## src/clock_mode_pkg.sv

```systemverilog
/*
 * Constants and carrier types for the clock, mode, oscillator monitor and
 * write-protect block. Assumes one 250 MHz system clock and software writes
 * arriving one at a time on a plain write port.
 */
// Overview of operation
// sub and main oscillator run per stop bits
// divider: div8 bit, else 1/2/4/16 by hi:lo
// sub select bit picks sub clock for CPU
// on-chip select, else PLL only if both set
// stop entry bit or wait instruction enters mode
// hardware interrupt leaves stop or wait
// monitor active only while enable bit set
// detection: reset if action 0, else interrupt
// software keeps monitor off at 2 MHz or less
// reset action stop halts until hardware reset
// software avoids reset action enable while stopped
// main source stop: irq, on-chip, set three bits
// PLL source stop: irq, flags, select unchanged
// resume: irq, detected set, halted cleared
// irq shares watchdog vector, read detected bit
// detected bit masks further irqs until cleared
// low-speed stop: CPU stays sub, peripherals on-chip
// software clears wait peripheral stop bit first
// software disables monitor before main clock changes
// three write-enables guard three register groups
// third write-enable clears after next write
// first two write-enables clear only by software
// guarded writes ignored while enable is zero
// stop exit forces divide-by-8 bit
// writing main stop bit 1 forces divide-by-8
// software disables monitor before mode transitions
package clock_mode_pkg;
    localparam real CLK_PERIOD_NS = 4.0;

    // register indices on the write/read port
    localparam logic [3:0] IDX_CLOCK_CTRL0   = 4'h0;
    localparam logic [3:0] IDX_CLOCK_CTRL1   = 4'h1;
    localparam logic [3:0] IDX_OSC_MON_CTRL  = 4'h2;
    localparam logic [3:0] IDX_PLL_CTRL      = 4'h3;
    localparam logic [3:0] IDX_PERIPH_CLK    = 4'h4;
    localparam logic [3:0] IDX_CAN_CLK       = 4'h5;
    localparam logic [3:0] IDX_PROC_MODE0    = 4'h6;
    localparam logic [3:0] IDX_PROC_MODE1    = 4'h7;
    localparam logic [3:0] IDX_PROC_MODE2    = 4'h8;
    localparam logic [3:0] IDX_TIMER_B2_SPEC = 4'h9;
    localparam logic [3:0] IDX_INVERTER0     = 4'ha;
    localparam logic [3:0] IDX_INVERTER1     = 4'hb;
    localparam logic [3:0] IDX_PORT7_DIR     = 4'hc;
    localparam logic [3:0] IDX_PORT9_DIR     = 4'hd;
    localparam logic [3:0] IDX_SERIAL3_CTRL  = 4'he;
    localparam logic [3:0] IDX_WRITE_PROTECT = 4'hf;

    // clock_ctrl_reg0 fields
    localparam int BIT_WAIT_PERIPH_STOP = 2;
    localparam int BIT_SUB_OSC_RUN      = 4;
    localparam int BIT_MAIN_OSC_STOP    = 5;
    localparam int BIT_CPU_DIV8_SEL     = 6;
    localparam int BIT_CPU_SRC_SUB_SEL  = 7;
    // clock_ctrl_reg1 fields
    localparam int BIT_STOP_MODE_ENTRY  = 0;
    localparam int BIT_PLL_SRC_SEL      = 1;
    localparam int BIT_CPU_DIV_SEL_LO   = 6;
    localparam int BIT_CPU_DIV_SEL_HI   = 7;
    // osc_monitor_ctrl_reg fields
    localparam int BIT_OSC_MON_EN       = 0;
    localparam int BIT_ONCHIP_SRC_SEL   = 1;
    localparam int BIT_OSC_CHANGE_DET   = 2;
    localparam int BIT_MAIN_CLK_HALTED  = 3;
    localparam int BIT_OSC_MON_ACTION   = 7;
    // pll_ctrl_reg fields
    localparam int BIT_PLL_ON           = 7;
    // write_protect_reg fields
    localparam int BIT_CLK_REG_WE       = 0;
    localparam int BIT_MODE_REG_WE      = 1;
    localparam int BIT_DIR_REG_WE       = 2;

    // values after reset
    localparam logic [7:0] RST_CLOCK_CTRL0 = 8'h40;
    localparam logic [7:0] RST_OTHER       = 8'h00;
    localparam logic       RST_OSC_ALIVE   = 1'b1;

    typedef enum logic [1:0] {
        SRC_MAIN,
        SRC_PLL,
        SRC_ONCHIP,
        SRC_SUB
    } cpu_src_t;

    typedef enum logic [1:0] {
        GRP_NONE,
        GRP_CLOCK,
        GRP_MODE,
        GRP_DIR
    } guard_grp_t;

    typedef struct packed {
        logic       en;
        logic [3:0] idx;
        logic [7:0] data;
    } sw_write_t;

    typedef struct packed {
        cpu_src_t cpu_src;
        logic [4:0] cpu_div;
        logic     sub_osc_run;
        logic     main_osc_run;
        logic     onchip_osc_run;
        logic     periph_on_onchip;
        logic     wait_periph_clk_stop;
    } clk_status_t;
endpackage

```

## src/clock_mode_osc_monitor_protect.sv

```systemverilog
/*
 * Clock selection, CPU divider, stop/wait mode control, main oscillator
 * stop/re-oscillation monitor and register write protection.
 * Assumes all inputs synchronous to sys_clk_in and at most one software
 * write per cycle; main_osc_alive_in is a level from an analog detector.
 */
`timescale 1ns/100ps
module clock_mode_osc_monitor_protect (
    input  wire logic                        sys_clk_in,
    input  wire logic                        rst_in,
    input  wire clock_mode_pkg::sw_write_t   sw_wr_in,
    input  wire logic [3:0]                  rd_idx_in,
    input  wire logic                        wait_instr_in,
    input  wire logic                        hw_irq_in,
    input  wire logic                        main_osc_alive_in,
    output logic [7:0]                       rd_data_out,
    output clock_mode_pkg::clk_status_t      clk_status_out,
    output logic                             stop_mode_out,
    output logic                             wait_mode_out,
    output logic                             osc_change_irq_out,
    output logic                             osc_stop_reset_out
);
    typedef enum logic [1:0] {
        MODE_RUN,
        MODE_STOP,
        MODE_WAIT
    } run_mode_t;

    logic [7:0] regs      [16];
    logic [7:0] next_regs [16];
    run_mode_t  mode;
    run_mode_t  next_mode;
    logic       osc_alive;
    logic       periph_fallback;
    logic       next_periph_fallback;
    logic       reset_halt;
    logic       next_reset_halt;
    logic       irq;
    logic       next_irq;
    logic [7:0] next_rd_data;

    function automatic clock_mode_pkg::guard_grp_t guard_of(input logic [3:0] idx);
        if (idx <= clock_mode_pkg::IDX_CAN_CLK) begin
            guard_of = clock_mode_pkg::GRP_CLOCK;
        end else if (idx <= clock_mode_pkg::IDX_INVERTER1) begin
            guard_of = clock_mode_pkg::GRP_MODE;
        end else if (idx <= clock_mode_pkg::IDX_SERIAL3_CTRL) begin
            guard_of = clock_mode_pkg::GRP_DIR;
        end else begin
            guard_of = clock_mode_pkg::GRP_NONE;
        end
    endfunction

    function automatic clock_mode_pkg::cpu_src_t src_of(input logic [7:0] cm0,
                                                        input logic [7:0] cm1,
                                                        input logic [7:0] cm2,
                                                        input logic [7:0] pll);
        if (cm0[clock_mode_pkg::BIT_CPU_SRC_SUB_SEL]) begin
            src_of = clock_mode_pkg::SRC_SUB;
        end else if (cm2[clock_mode_pkg::BIT_ONCHIP_SRC_SEL]) begin
            src_of = clock_mode_pkg::SRC_ONCHIP;
        end else if (pll[clock_mode_pkg::BIT_PLL_ON] && cm1[clock_mode_pkg::BIT_PLL_SRC_SEL]) begin
            src_of = clock_mode_pkg::SRC_PLL;
        end else begin
            src_of = clock_mode_pkg::SRC_MAIN;
        end
    endfunction

    function automatic logic [4:0] div_of(input logic [7:0] cm0, input logic [7:0] cm1);
        logic [1:0] sel;
        sel = {cm1[clock_mode_pkg::BIT_CPU_DIV_SEL_HI], cm1[clock_mode_pkg::BIT_CPU_DIV_SEL_LO]};
        if (cm0[clock_mode_pkg::BIT_CPU_DIV8_SEL]) begin
            div_of = 5'h08;
        end else begin
            unique case (sel)
                2'h0: div_of = 5'h01;
                2'h1: div_of = 5'h02;
                2'h2: div_of = 5'h04;
                2'h3: div_of = 5'h10;
            endcase
        end
    endfunction

    always_comb begin
        logic                        we;
        logic [7:0]                  prot;
        clock_mode_pkg::cpu_src_t    src;
        logic                        stop_evt;
        logic                        reosc_evt;
        we        = 1'b0;
        prot      = regs[clock_mode_pkg::IDX_WRITE_PROTECT];
        src       = src_of(regs[0], regs[1], regs[2], regs[3]);
        stop_evt  = 1'b0;
        reosc_evt = 1'b0;
        next_regs = regs;
        next_mode = mode;
        next_irq  = 1'b0;
        next_periph_fallback = periph_fallback;
        next_reset_halt      = reset_halt;

        // software write, gated by its group's enable; the ungrouped write-protect register is always written
        if (sw_wr_in.en) begin
            unique case (guard_of(sw_wr_in.idx))
                clock_mode_pkg::GRP_CLOCK: we = prot[clock_mode_pkg::BIT_CLK_REG_WE];
                clock_mode_pkg::GRP_MODE:  we = prot[clock_mode_pkg::BIT_MODE_REG_WE];
                clock_mode_pkg::GRP_DIR:   we = prot[clock_mode_pkg::BIT_DIR_REG_WE];
                clock_mode_pkg::GRP_NONE:  we = 1'b1;
            endcase
            if (we) begin
                next_regs[sw_wr_in.idx] = sw_wr_in.data;
            end
            if (sw_wr_in.idx == clock_mode_pkg::IDX_WRITE_PROTECT) begin
                next_regs[clock_mode_pkg::IDX_WRITE_PROTECT] = {5'h00, sw_wr_in.data[2:0]};
            end else begin
                next_regs[clock_mode_pkg::IDX_WRITE_PROTECT][clock_mode_pkg::BIT_DIR_REG_WE] = 1'b0;
            end
            if (we && sw_wr_in.idx == clock_mode_pkg::IDX_CLOCK_CTRL0
                   && sw_wr_in.data[clock_mode_pkg::BIT_MAIN_OSC_STOP]) begin
                next_regs[0][clock_mode_pkg::BIT_CPU_DIV8_SEL] = 1'b1;
            end
            if (we && sw_wr_in.idx == clock_mode_pkg::IDX_CLOCK_CTRL1
                   && sw_wr_in.data[clock_mode_pkg::BIT_STOP_MODE_ENTRY]) begin
                next_mode = MODE_STOP;
            end
        end

        // stop and wait modes
        if (mode == MODE_RUN && wait_instr_in && next_mode == MODE_RUN) begin
            next_mode = MODE_WAIT;
        end
        if (mode != MODE_RUN && hw_irq_in) begin
            next_mode = MODE_RUN;
            if (mode == MODE_STOP) begin
                next_regs[0][clock_mode_pkg::BIT_CPU_DIV8_SEL] = 1'b1;
                next_regs[1][clock_mode_pkg::BIT_STOP_MODE_ENTRY] = 1'b0;
            end
        end

        // oscillator monitor
        if (regs[2][clock_mode_pkg::BIT_OSC_MON_EN]) begin
            stop_evt  = osc_alive && !main_osc_alive_in;
            reosc_evt = !osc_alive && main_osc_alive_in;
        end
        if (stop_evt || reosc_evt) begin
            if (!regs[2][clock_mode_pkg::BIT_OSC_MON_ACTION]) begin
                next_reset_halt = 1'b1;
            end else begin
                // hardware set wins over a same-cycle software clear
                next_irq = !regs[2][clock_mode_pkg::BIT_OSC_CHANGE_DET];
                next_regs[2][clock_mode_pkg::BIT_OSC_CHANGE_DET] = 1'b1;
                next_regs[2][clock_mode_pkg::BIT_MAIN_CLK_HALTED] = stop_evt;
                if (stop_evt && src == clock_mode_pkg::SRC_MAIN) begin
                    next_regs[2][clock_mode_pkg::BIT_ONCHIP_SRC_SEL] = 1'b1;
                end
                if (stop_evt && src == clock_mode_pkg::SRC_SUB) begin
                    next_periph_fallback = 1'b1;
                end
                if (reosc_evt) begin
                    next_periph_fallback = 1'b0;
                end
            end
        end
    end

    always_comb begin
        next_rd_data = regs[rd_idx_in];
    end

    always_ff @(posedge sys_clk_in or posedge rst_in) begin
        if (rst_in) begin
            for (int i = 0; i < 16; i++) begin
                regs[i] <= clock_mode_pkg::RST_OTHER;
            end
            regs[0]         <= clock_mode_pkg::RST_CLOCK_CTRL0;
            mode            <= MODE_RUN;
            osc_alive       <= clock_mode_pkg::RST_OSC_ALIVE;
            periph_fallback <= 1'b0;
            reset_halt      <= 1'b0;
            irq             <= 1'b0;
            rd_data_out     <= 8'h00;
        end else begin
            regs            <= next_regs;
            mode            <= next_mode;
            osc_alive       <= main_osc_alive_in;
            periph_fallback <= next_periph_fallback;
            reset_halt      <= next_reset_halt;
            irq             <= next_irq;
            rd_data_out     <= next_rd_data;
        end
    end

    always_comb begin
        clk_status_out.cpu_src      = src_of(regs[0], regs[1], regs[2], regs[3]);
        clk_status_out.cpu_div      = div_of(regs[0], regs[1]);
        clk_status_out.sub_osc_run  = regs[0][clock_mode_pkg::BIT_SUB_OSC_RUN];
        clk_status_out.main_osc_run = !regs[0][clock_mode_pkg::BIT_MAIN_OSC_STOP]
                                      && mode != MODE_STOP;
        clk_status_out.onchip_osc_run   = regs[2][clock_mode_pkg::BIT_ONCHIP_SRC_SEL]
                                          || periph_fallback;
        clk_status_out.periph_on_onchip = regs[2][clock_mode_pkg::BIT_ONCHIP_SRC_SEL]
                                          || periph_fallback;
        clk_status_out.wait_periph_clk_stop = regs[0][clock_mode_pkg::BIT_WAIT_PERIPH_STOP];
    end

    assign stop_mode_out      = (mode == MODE_STOP);
    assign wait_mode_out      = (mode == MODE_WAIT);
    assign osc_change_irq_out = irq;
    assign osc_stop_reset_out = reset_halt;
endmodule

```

## config.mk

```make
export PLATFORM = sky130hd
export DESIGN_NAME = clock_mode_osc_monitor_protect
export DESIGN_NICKNAME = d
export VERILOG_FILES = /design/src/clock_mode_pkg.sv /design/src/clock_mode_osc_monitor_protect.sv
export SDC_FILE = /design/constraint.sdc
export NUM_CORES = 1
export LEC_CHECK = 0
export ABC_AREA = 1
export BUFFER_PORTS_ARGS = -buffer_cell sky130_fd_sc_hd__buf_2
export CAP_MARGIN = 10
export CORE_ASPECT_RATIO = 1.75
export CORE_MARGIN = 1.5
export CORE_UTILIZATION = 45
export CTS_BUF_LIST = sky130_fd_sc_hd__clkbuf_8
export CTS_CLUSTER_SIZE = 16
export DETAILED_ROUTE_END_ITERATION = 6
export SLEW_MARGIN = 20
export SYNTH_ARGS = -nofsm -noshare
export SYNTH_HDL_FRONTEND = slang
export SYNTH_SLANG_ARGS = --single-unit
export TNS_END_PERCENT = 30
```

## constraint.sdc

```tcl
create_clock -name sys_clk_in -period 9.1 [get_ports sys_clk_in]
set_clock_uncertainty 0.2 [all_clocks]
set_input_delay 2.73 -clock sys_clk_in [delete_from_list [all_inputs] [get_ports sys_clk_in]]
set_output_delay 2.73 -clock sys_clk_in [all_outputs]
set_load 0.02 [all_outputs]
```

### Word level (Yosys, flattened, before mapping)

Cells that the tools add are included.

| cells by class | value |
|---|---|
| eq/ne operators | 12 |
| $lt $le $gt $ge | 6 |
| bitwise logic cells | 3 |
| muxes and demuxes | 40 |
| reductions and logical operators | 33 |

Operator list:

| operator | number |
|---|---|
| two-way mux 127 bit | 2 |
| bitwise mux 128 bit | 1 |
| binary-select mux 8 bit (select 4 bit) | 1 |
| demux 8 bit (select 4 bit) | 1 |
| two-way mux 8 bit | 3 |
| two-way mux 2 bit | 11 |
| one-hot mux 5 bit (4 select lines) | 1 |
| two-way mux 1 bit | 15 |
| logical AND 1 bit | 14 |
| == test 2 bit (second input constant) | 6 |
| greater-or-equal comparator 5 bit (second input constant) | 2 |
| zero test 2 bit | 5 |
| two-way mux 5 bit | 2 |
| NOT 4 -> 5 bit | 2 |
| less-or-equal comparator 4 bit (second input constant) | 2 |
| == test 2 x 1 -> 1 bit (second input constant) | 3 |
| two-way mux 3 bit | 2 |
| AND reduction 2 bit | 3 |
| nonzero test 2 bit | 3 |
| less-than comparator 5 x 1 -> 1 bit (second input constant) | 1 |
| == test 4 x 1 -> 1 bit (second input constant) | 1 |
| == test 4 bit (second input constant) | 1 |
| less-or-equal comparator 4 x 3 -> 1 bit (second input constant) | 1 |
| zero test 1 bit | 4 |
| 6 further kinds | 7 |

| storage, ports and cells | value |
|---|---|
| logic and storage cells | 120 |
| output and inout bits | 24 |
| input port bits | 22 |
| register bits | 142 |

### Logic depth before layout (Yosys ltp)

Gate-level depths: netlist (run 1).

| logic depth | value |
|---|---|
| depth after elaboration | 16 |
| depth in mapped cells | 13 |
| mapped depth without buffers | 10 |

### Worst setup path after synthesis (run 1)

OpenSTA, ideal clock, no wires.

| path | value |
|---|---|
| path kind | input-to-reg |
| start | input port sw_wr_in[9] in the netlist's numbering |
| end | register regs[9] in the netlist's numbering |
| buffers on the path | 3 |
| required time | 8.772 ns |
| arrival time | 3.856 ns |
| path slack | 4.916 ns |
| library setup time | 0.128 ns |
| stages on the path | 12 |
| cells stage by stage | nand2_1 nor2_1 nor2_1 nand2_2 nand2_2 buf_6 inv_4 buf_6 nand2_1 buf_2 nand2_1 o21ai_2 |

| on the way | value |
|---|---|
| longest elaborated chain between the ends | 9 |
| elaborated cells between the ends (all ways) | 21 |
| those cells by class | order compare (5); eq/ne (3); mux (9); bitwise (1); reduce/logical (3) |

Ends and longest elaborated chain:

| what | RTL line | text |
|---|---|---|
| from (decl) | clock_mode_osc_monitor_protect.sv:11 | `input wire clock_mode_pkg::sw_write_t sw_wr_in,` |
| less-or-equal comparator 4 bit | clock_mode_osc_monitor_protect.sv:47 | `end else if (idx <= clock_mode_pkg::IDX_SERIAL3_CTRL) begin` |
| two-way mux 2 bit | clock_mode_osc_monitor_protect.sv:47 |  |
| two-way mux 2 bit | clock_mode_osc_monitor_protect.sv:45 | `end else if (idx <= clock_mode_pkg::IDX_INVERTER1) begin` |
| two-way mux 2 bit | clock_mode_osc_monitor_protect.sv:43 | `if (idx <= clock_mode_pkg::IDX_CAN_CLK) begin` |
| two-way mux 2 bit | clock_mode_osc_monitor_protect.sv:102 | `if (sw_wr_in.en) begin` |
| == test 2 bit, or another cell as far along | clock_mode_osc_monitor_protect.sv:103 | `unique case (guard_of(sw_wr_in.idx))` |
| one-hot mux 1 bit (4 select lines) | clock_mode_osc_monitor_protect.sv:103 |  |
| two-way mux 1 bit | clock_mode_osc_monitor_protect.sv:102 |  |
| AND reduction 2 bit (no line) | -- |  |
| to (signal, indexed assignment) | clock_mode_osc_monitor_protect.sv:172 | `regs[i] <= clock_mode_pkg::RST_OTHER;` |
| to (signal assigned) | clock_mode_osc_monitor_protect.sv:182 | `regs <= next_regs;` |
| to (decl) | clock_mode_osc_monitor_protect.sv:29 | `logic [7:0] regs [16];` |

Several ways; a longest one is shown, not always the timed one. The select of a mux whose other input is x is not followed.
A chain may end at the register's enable or synchronous reset.

### Worst setup path after layout (run 1)

| path | value |
|---|---|
| start | input port rd_idx_in[0] |
| end | register rd_data_out[1] |

| on the way | value |
|---|---|
| longest elaborated chain between the ends | 4 |

Ends and longest elaborated chain:

| what | RTL line | text |
|---|---|---|
| from (decl) | clock_mode_osc_monitor_protect.sv:12 | `input wire logic [3:0] rd_idx_in,` |
| NOT 4 -> 5 bit (implied by the code) | clock_mode_osc_monitor_protect.sv:166 | `next_rd_data = regs[rd_idx_in];` |
| binary-select mux 8 bit (select 4 bit) | clock_mode_osc_monitor_protect.sv:166 |  |
| two-way mux 8 bit (implied by the code) (2 in series) | clock_mode_osc_monitor_protect.sv:166 |  |
| named net next_rd_data[1] | clock_mode_osc_monitor_protect.sv:40 | `logic [7:0] next_rd_data;` |
| to (signal assigned) | clock_mode_osc_monitor_protect.sv:188 | `rd_data_out <= next_rd_data;` |
| to (decl) | clock_mode_osc_monitor_protect.sv:16 | `output logic [7:0] rd_data_out,` |

The timed path passes the listed nets, and every way through them passes these cells. The select of a mux whose other input is x is not followed.

==> results.toml, run 1 <==
[floorplan]
die_w_um = 95.5
pin_count = 46
dieArea_mm2 = 0.0158
die_y_um = 165
core_area_mm2 = 0.0148
start_util = 0.457
std_cell_rows = 59

[synth]
synth_top_flop_cell = "dfrtp_1"
yosysSeqAreaShare = 0.528
synth_most_common_cell = "nand2_1"
synth_nets = 849
yosysWarnings = 0
synth_edf_count = 0
synth_top_area_cell = "dfrtp_1"
ys_seq_elements = 142
synth_cell_types = 33
synthTopCellsByArea = "dfrtp_1 (52%), nand2_1 (11%), o21ai_0 (6.8%), nand3_1 (5.3%), inv_1 (4.4%)"
async_flop_share = 1.00
yosysTopAreaCellShare = 0.520
avgSynthCellArea_um2 = 8.15
synth_common_cells = "nand2_1 (192), dfrtp_1 (140), o21ai_0 (91)"
netlist_instances = 827
synth_area_mm2 = 0.00674

[drt]
routedWlPerCell_um = 17.5
drc = 0
vias = 5639
via_per_inst = 5.45
totalWireLength_um = 18100
postRouteAntennaNets = 0
drt_iter0_drc = 334
drtPass1Iterations = 5

[timing]
finalHoldViolCount = 0
fmax_mhz = 213
grt_setup_unrepaired = "false"
min_period_over_period = 0.517
setup_viol = 0
max-slew-margin-rel = 0.327
min_period_ns = 4.70
setup_slack_ns = 4.40
fin_setup_tns_ns = 0
drv_slew = 0
worst_pin_slew_ns = 1.01
whs_ns = 0.260

[worst_setup_path]
worst_setup_path_end_kind = "flip-flop"
critPathMaxFanout = 106
cp-start-kind = "input pin"
slowest_delay_ns = 0.71
worst_ep_arrival_time_ns = 4.83
crit_type = "in2reg"
crit_chain = "buf_2, buf_4, inv_1, nor2_1, nor2_1, o21ai_0, o211ai_1, o211ai_1, nand2_1"
required_ns = 9.22
slowest_stage = "buf_4"

[grt]
grt_pass1_wl_um = 28500
grt_antenna_before_repair = 0
overflow = 0
grt_max_degree = 107
grt_pass1_vias = 5467
grt_util_all_layers = 0.242

[placed_design]
placed_area_mm2 = 0.00695
port_buffers = 45
dp_worst_setup_slack_ns = 3.98
dpl.hpwl_um = 12200
gp_congestion = 0.897

[layout]
area_delta_synth_final_pct = 9.39
fill_cells = 1448
drive_above_1_share = 0.122
design_area_mm2 = 0.00737
num-nets-final = 860
n_antenna_cell = 0

[status]
run_status = "complete, no violations"

[clock_network]
clockBufferDepth = 2
insertion_delay_ns = 0.45
hold_buffers = 0
root_buffer = "clkbuf_8"
post_cts_buffers = 0
clock-sinks = 142
htreeDepth = 4
clkTransAtPathRegs_ns = 0.09
post_cts_resized = 0
tritoncts = "done"
cts_buffers = 17

[pwr]
peakVddDrop_uv = 86.9
p_per_area_mw_per_mm2 = 237
leakage_uw = 0.00362

[min_path]
worstHoldPathType = "reg2reg"

[flow_run]
maxCapViolCount = 0
==> metrics by stage <==
step,std cells,power (uW),util
after floorplan,827,1110,-
after global placement,1002,1200,0.471
after detailed placement,1002,1220,0.471
after CTS,1034,1750,0.499
after global routing,1034,1850,0.499
final,1034,1740,0.499
==> cell type report <==
type / count / area (um^2) / area share
flip-flops and latches: 142 / 3560 / 0.482
clock inverters: 13 / 164 / 0.0222
inverters: 81 / 312 / 0.0423
multi-input cells: 548 / 2600 / 0.353
repair buffers: 48 / 248 / 0.0336
well taps: 183 / 229 / 0.0311
clock buffers: 19 / 262 / 0.0355
==> path summary, 6_finish.rpt <==
kind                                      endpoint         start  slack, ns  cells past startpoint
worst max-delay path                rd_data_out[1]  rd_idx_in[0]       4.40                      9
worst min-delay path            osc_change_irq_out     regs[106]       0.26                      1
worst max register to register           regs[126]       regs[0]       6.83                      6
worst min register to register  osc_change_irq_out     regs[106]       0.26                      1
max in group asynchronous           rd_data_out[0]        rst_in       5.26                      3
min in group asynchronous                regs[100]        rst_in       2.25                      2
==> worst max-delay path, delay by kind of cell <==
family | cells | cell delay (ns)
buffers and inverters | 3 | 1.37
AO/OA/AOI/OAI | 3 | 0.34
AND/OR/NAND/NOR | 3 | 0.32
==> state kept, by name (all words and copies together), names as in the netlist <==
register            cells
regs                  126
rd_data_out             8
clk_status_out          2
mode                    2
osc_alive               1
osc_change_irq_out      1
osc_stop_reset_out      1
periph_fallback         1
==> routing by layer <==
| layer | global-route usage | up-vias | share of wire |
|---|---|---|---|
| li1 | - | 2722 | - |
| met1 | 0.292 | 2705 | 0.40 |
| met2 | 0.413 | 179 | 0.52 |
| met3 | 0.0493 | 33 | 0.052 |
| met4 | 0.102 | 0 | 0.031 |
| met5 | 0 | - | 0 |
==> where the power goes <==
group,total [uW],switching [uW],internal (uW)
sequential,853,77.2,776
combinational,349,229,120
clock,542,256,287
total,1740,562,1180
==> cell families (layout without fill, tap and decap cells) <==
logic type      count (synthesis)  count (layout)  synth area share
buf+inv                       137             161            0.0861
flops                         142             142             0.528
simple gates                  346             346             0.215
compound gates                202             202             0.172
==> placed cells by master, fill, tap and decap left out, drive strengths merged <==
master    Yosys  final
clkbuf       32     19
o31ai         1      1
nand3        71     71
dfstp         2      2
o21ai       114    114
nor3          7      7
dfrtp       140    140
buf          24     48
clkinv        1      4
nor2         68     68
o22ai         1      1
a21boi        2      2
a21oi        47     47
a21o          1      1
nand4         1      1
o221ai        7      7
inv          80     83
o211ai       27     27
o21a          1      1
bufinv        0      3
clkinvlp      0      4
a31oi         1      1
nand2       199    199
No activity file was read; power rests on OpenSTA's default activity.
==> run 2: changes to the inputs <==
Clock period 9.1 ns to 3.85 ns, I/O delays scaled along.
==> run 2 against run 1 <==
Cell count is 0.68% higher. Register-to-register slack worse by 5.2 ns. Via count up 1.1%. Total power up 140%. Routed wire length down 0.51%. Combinational power is 140% higher. Setup slack worse by 3.3 ns. Global-route usage is 0.097 points higher. Flip-flop and latch count stayed put. Critical path depth up 1. Utilization increased by 0.87 points. Highest routed layer unchanged. Sequential share of layout area shrank 0.83 points.
==> results.toml, run 2 (same netlist as run 1, synthesis figures left out) <==
[status]
run_status = "complete, no violations"

[layout]
drive_above_1_share = 0.131
top_regs = "regs x126, rd_data_out x8"
layout_common_cells = "nand2_1 (192), dfrtp_1 (140), o21ai_0 (91)"
num-nets-final = 867
final_common_cell = "nand2_1"
area_delta_synth_final_pct = 11.3
regMostFlops = "regs"
layout.cells.non_filler = 1041
n_antenna_cell = 0
largest_register_ffs = 126
design_area_mm2 = 0.00750

[pwr]
switchingPower_uw = 1340
clockPowerShare = 0.323
p_per_area_mw_per_mm2 = 561
totalPowerFinal_uw = 4210
leakage_uw = 0.00368
peakVddDrop_uv = 236
power_frac_comb = 0.197
internal_power_uw = 2860
switching_share = 0.320
power_frac_seq = 0.479

[worst_setup_path]
crit_family = "simple AND/OR/NAND/NOR gates"
reg2reg_to = "regs[10]"
reg2reg_slack_ns = 1.65
slowest_delay_ns = 0.37
required_ns = 3.97
path_common_cell = "nand2_1"
cp-start-kind = "input pin"
r2r_start = "regs[0]"
crit_type = "in2reg"
critPathBufInv = 2
crit_chain = "buf_2, nand2_1, nor2_1, nor2_1, nand2_2, nand2_2, inv_4, nand2_1, nand2_1, o21ai_2"
r2r_cells = 7
critPathMaxFanout = 39
slowest_stage = "nand2_1"
worst_ep_arrival_time_ns = 2.88
worst_setup_path_end_kind = "flip-flop"

[min_path]
worstHoldPathType = "reg2reg"
hold_start = "osc_stop_reset_out"
min_path_cells = 1
whs_endpoint = "osc_stop_reset_out"

[clock_network]
clockBufferDepth = 2
root_buffer = "clkbuf_8"
htreeDepth = 4
cts_buffers = 17
post_cts_resized = 0
hold_buffers = 0
tritoncts = "done"
insertion_delay_ns = 0.45
post_cts_buffers = 0
clock-sinks = 142
clkTransAtPathRegs_ns = 0.09

[timing]
whs_ns = 0.258
fin_setup_tns_ns = 0
worst_pin_slew_ns = 0.882
max-slew-margin-rel = 0.411
finalHoldViolCount = 0
drv_slew = 0
grt_setup_unrepaired = "false"
setup_viol = 0
min_period_over_period = 0.718
min_period_ns = 2.77
fmax_mhz = 362

[drt]
drtPass1Iterations = 5
drc = 0
totalWireLength_um = 18000
postRouteAntennaNets = 0
vias = 5699
drt_iter0_drc = 341
routedWlPerCell_um = 17.3
via_per_inst = 5.47

[floorplan]
die_w_um = 95.5
pin_count = 46
std_cell_rows = 59
die_y_um = 165
dieArea_mm2 = 0.0158
start_util = 0.457
core_area_mm2 = 0.0148

[grt]
overflow = 0
grt_util_all_layers = 0.243
grt_antenna_before_repair = 0
grt_pass1_vias = 5549
grt_pass1_wl_um = 28500
grt_max_degree = 90

[placed_design]
port_buffers = 45
placed_area_mm2 = 0.00705
post-place-cells = 1009
dpl.hpwl_um = 12700
gp_congestion = 0.919

[flow_run]
maxCapViolCount = 0
## run 2: power by group through the flow
stage | Combinational [uW] | Sequential (uW) | Clock, uW
after global routing | 949 | 2060 | 1460
after detailed placement | 837 | 2040 | 0
after global placement | 813 | 2030 | 0
after CTS | 841 | 2010 | 1390
after floorplan | 615 | 2000 | 0
final | 830 | 2020 | 1360
## run 2: worst max path at each step
stage | from | end | slack, ns | cells after the start
floorplan | rst_in | clk_status_out[0] | 0.72 | 1
global placement | sw_wr_in[9] | regs[9] | 0.66 | 10
finish | sw_wr_in[9] | regs[10] | 1.08 | 10
CTS | sw_wr_in[9] | regs[10] | 1.08 | 10
detailed placement | sw_wr_in[9] | regs[10] | 0.61 | 10
global route | sw_wr_in[9] | regs[9] | 0.85 | 10
## run 2: stage by stage
step | utilization | setup WS, ns
floorplan | - | 0.720
global placement | 0.477 | 0.661
detailed placement | 0.477 | 0.608
CTS | 0.508 | 1.08
global route | 0.508 | 0.850
finish | 0.508 | 1.08
## run 2: worst reg2reg max path, cell delays in order, from the launching register on
cell and delay (ns):
dfrtp_1 0.35, inv_1 0.06, a21boi_1 0.25, nand2_2 0.25, inv_4 0.36, nand2_1 0.37, nand2_1 0.17, o21ai_2 0.06
## run 2: layout make-up
class,count,area (um^2)
timing repair buffer,55,350
clock inverter,14,205
inverter,81,310
sequential,142,3560
multi-input combinational,548,2600
tap,183,229
clock buffer,18,248
fill,1462,7260
## run 2: metal layers
metal,vias to the layer above,part of all wire,GRT usage
li1,2740,-,-
met1,2771,0.40,0.287
met2,141,0.51,0.418
met3,47,0.041,0.0359
met4,0,0.041,0.131
met5,-,0,0
==> run 3: changes to the inputs <==
Clock period 3.85 ns to 2.8 ns, I/O delays scaled along.
==> run 3 against run 2 <==
Setup slack lost 0.61 ns. Hold slack got worse by 0.090 ns. Utilization increased by 0.90 points. Critical path depth is 8 lower. Via count grew 1.4%. Register-to-register slack worse by 0.84 ns. Die area unchanged. Cell count up 1.7%. Flip-flop and latch count unchanged. Critical endpoint is now clk_status_out[10]. Highest routed layer unchanged.
==> results.toml, run 3 (same netlist as run 1, synthesis figures left out) <==
[worst_setup_path]
crit_family = "flip-flops"
startpoint = "regs[105]"
cp-start-kind = "flip-flop"
critPathBufInv = 1
slowest_delay_ns = 0.42
crit_type = "reg2out"
critPathMaxFanout = 4
required_ns = 1.76
slowest_stage = "dfrtp_1"
crit_chain = "o31ai_1, buf_2"
worst_ep_arrival_time_ns = 1.29
worst_setup_path_end_kind = "output port"
reg2reg_slack_ns = 0.81
r2r_start = "regs[0]"

[min_path]
worstHoldPathType = "in2async"

[pwr]
totalPowerFinal_uw = 5770
p_per_area_mw_per_mm2 = 756
leakage_uw = 0.00377
peakVddDrop_uv = 346

[layout]
area_delta_synth_final_pct = 13.3
final_common_cell = "nand2_1"
num-nets-final = 885
n_antenna_cell = 0
top_regs = "regs x126, rd_data_out x8"
regMostFlops = "regs"
largest_register_ffs = 126
drive_above_1_share = 0.148
layout_common_cells = "nand2_1 (192), dfrtp_1 (140), o21ai_0 (91)"

[placed_design]
port_buffers = 45
gp_congestion = 0.926
dpl.hpwl_um = 12900

[floorplan]
die_y_um = 165
core_area_mm2 = 0.0148
pin_count = 46
dieArea_mm2 = 0.0158
die_w_um = 95.5
std_cell_rows = 59
start_util = 0.457

[status]
run_status = "complete, no violations"

[timing]
worst_pin_slew_ns = 0.695
setup_viol = 0
max-slew-margin-rel = 0.534
finalHoldViolCount = 0
drv_slew = 0
min_period_ns = 2.33
min_period_over_period = 0.832
grt_setup_unrepaired = "false"
whs_ns = 0.168
fmax_mhz = 429

[drt]
drt_iter0_drc = 416
dr_wl_met2_um = 9580
totalWireLength_um = 18200
drc = 0
routed-wl-met3_um = 874
via_per_inst = 5.46
drtPass1Iterations = 5
top_layer_used = "met4"
vias = 5779
routedWlPerCell_um = 17.2
postRouteAntennaNets = 0
met1_length_um = 7230

[clock_network]
clockBufferDepth = 2
htreeDepth = 4
post_cts_buffers = 0
root_buffer = "clkbuf_8"
cts_buffers = 17
post_cts_resized = 0
tritoncts = "done"
hold_buffers = 0
insertion_delay_ns = 0.45
clock-sinks = 142
clkTransAtPathRegs_ns = 0.09

[grt]
grt_pass1_wl_um = 29400
grt_antenna_before_repair = 0
overflow = 0
grt_util_all_layers = 0.250
grt_pass1_vias = 5829
grt_max_degree = 106

[flow_run]
maxCapViolCount = 0
run 3: cell types whose count changed in the layout (fill, tap and decap cells not counted):
cell	previous run	this run
buf_4	6	24
inv_6	4	0
clkinv_2	0	2
clkbuf_8	18	19
clkinv_4	4	5
run 3: where the power goes:
part	internal [uW]	switching [uW]
Combinational	414	751
Clock	1020	815
Sequential	2520	249
run 3: layer usage:
layer | vias up | global-route usage
li1 | 2777 | -
met1 | 2809 | 0.291
met2 | 163 | 0.438
met3 | 30 | 0.0456
met4 | 0 | 0.113
met5 | - | 0
run 3: layout make-up:
| type | count | area, um^2 |
|---|---|---|
| fillers | 1476 | 7130 |
| flip-flops and latches | 142 | 3560 |
| multi-input cells | 548 | 2600 |
| repair buffers | 73 | 485 |
| inverters | 81 | 310 |
| clock buffers | 19 | 262 |
| well taps | 183 | 229 |
| clock inverters | 13 | 189 |
run 3: path summary, 6_finish.rpt:
kind / endpoint / cells after the start
hold / removal: regs[100] / 2
setup / recovery: clk_status_out[10] / 2
max in group asynchronous: regs[13] / 4
min in group sys_clk_in: regs[59] / 2
hold reg to reg: regs[59] / 2
setup reg to reg: regs[56] / 7
run 3: per-stage QoR:
| stage | instances | utilization | setup TNS (ns) | area (um^2) | worst slack (ns) |
|---|---|---|---|---|---|
| 2_1_floorplan | 827 | - | -2.16 | 6740 | -0.0154 |
| 3_3_place_gp | 1027 | 0.487 | 0 | 7180 | 0.222 |
| 3_5_place_dp | 1027 | 0.487 | 0 | 7180 | 0.148 |
| 4_1_cts | 1059 | 0.517 | 0 | 7630 | 0.444 |
| 5_1_grt | 1059 | 0.517 | 0 | 7630 | 0.347 |
| 6_report | 1059 | 0.517 | 0 | 7630 | 0.472 |
run 3: worst register-to-register path, cell delays in order, from the launching register on:
cell and delay (ns):
dfrtp_1 0.35, inv_1 0.06, a21boi_1 0.28, nand2_2 0.19, inv_4 0.23, nand2_1 0.33, nand2_1 0.15, o21ai_1 0.07
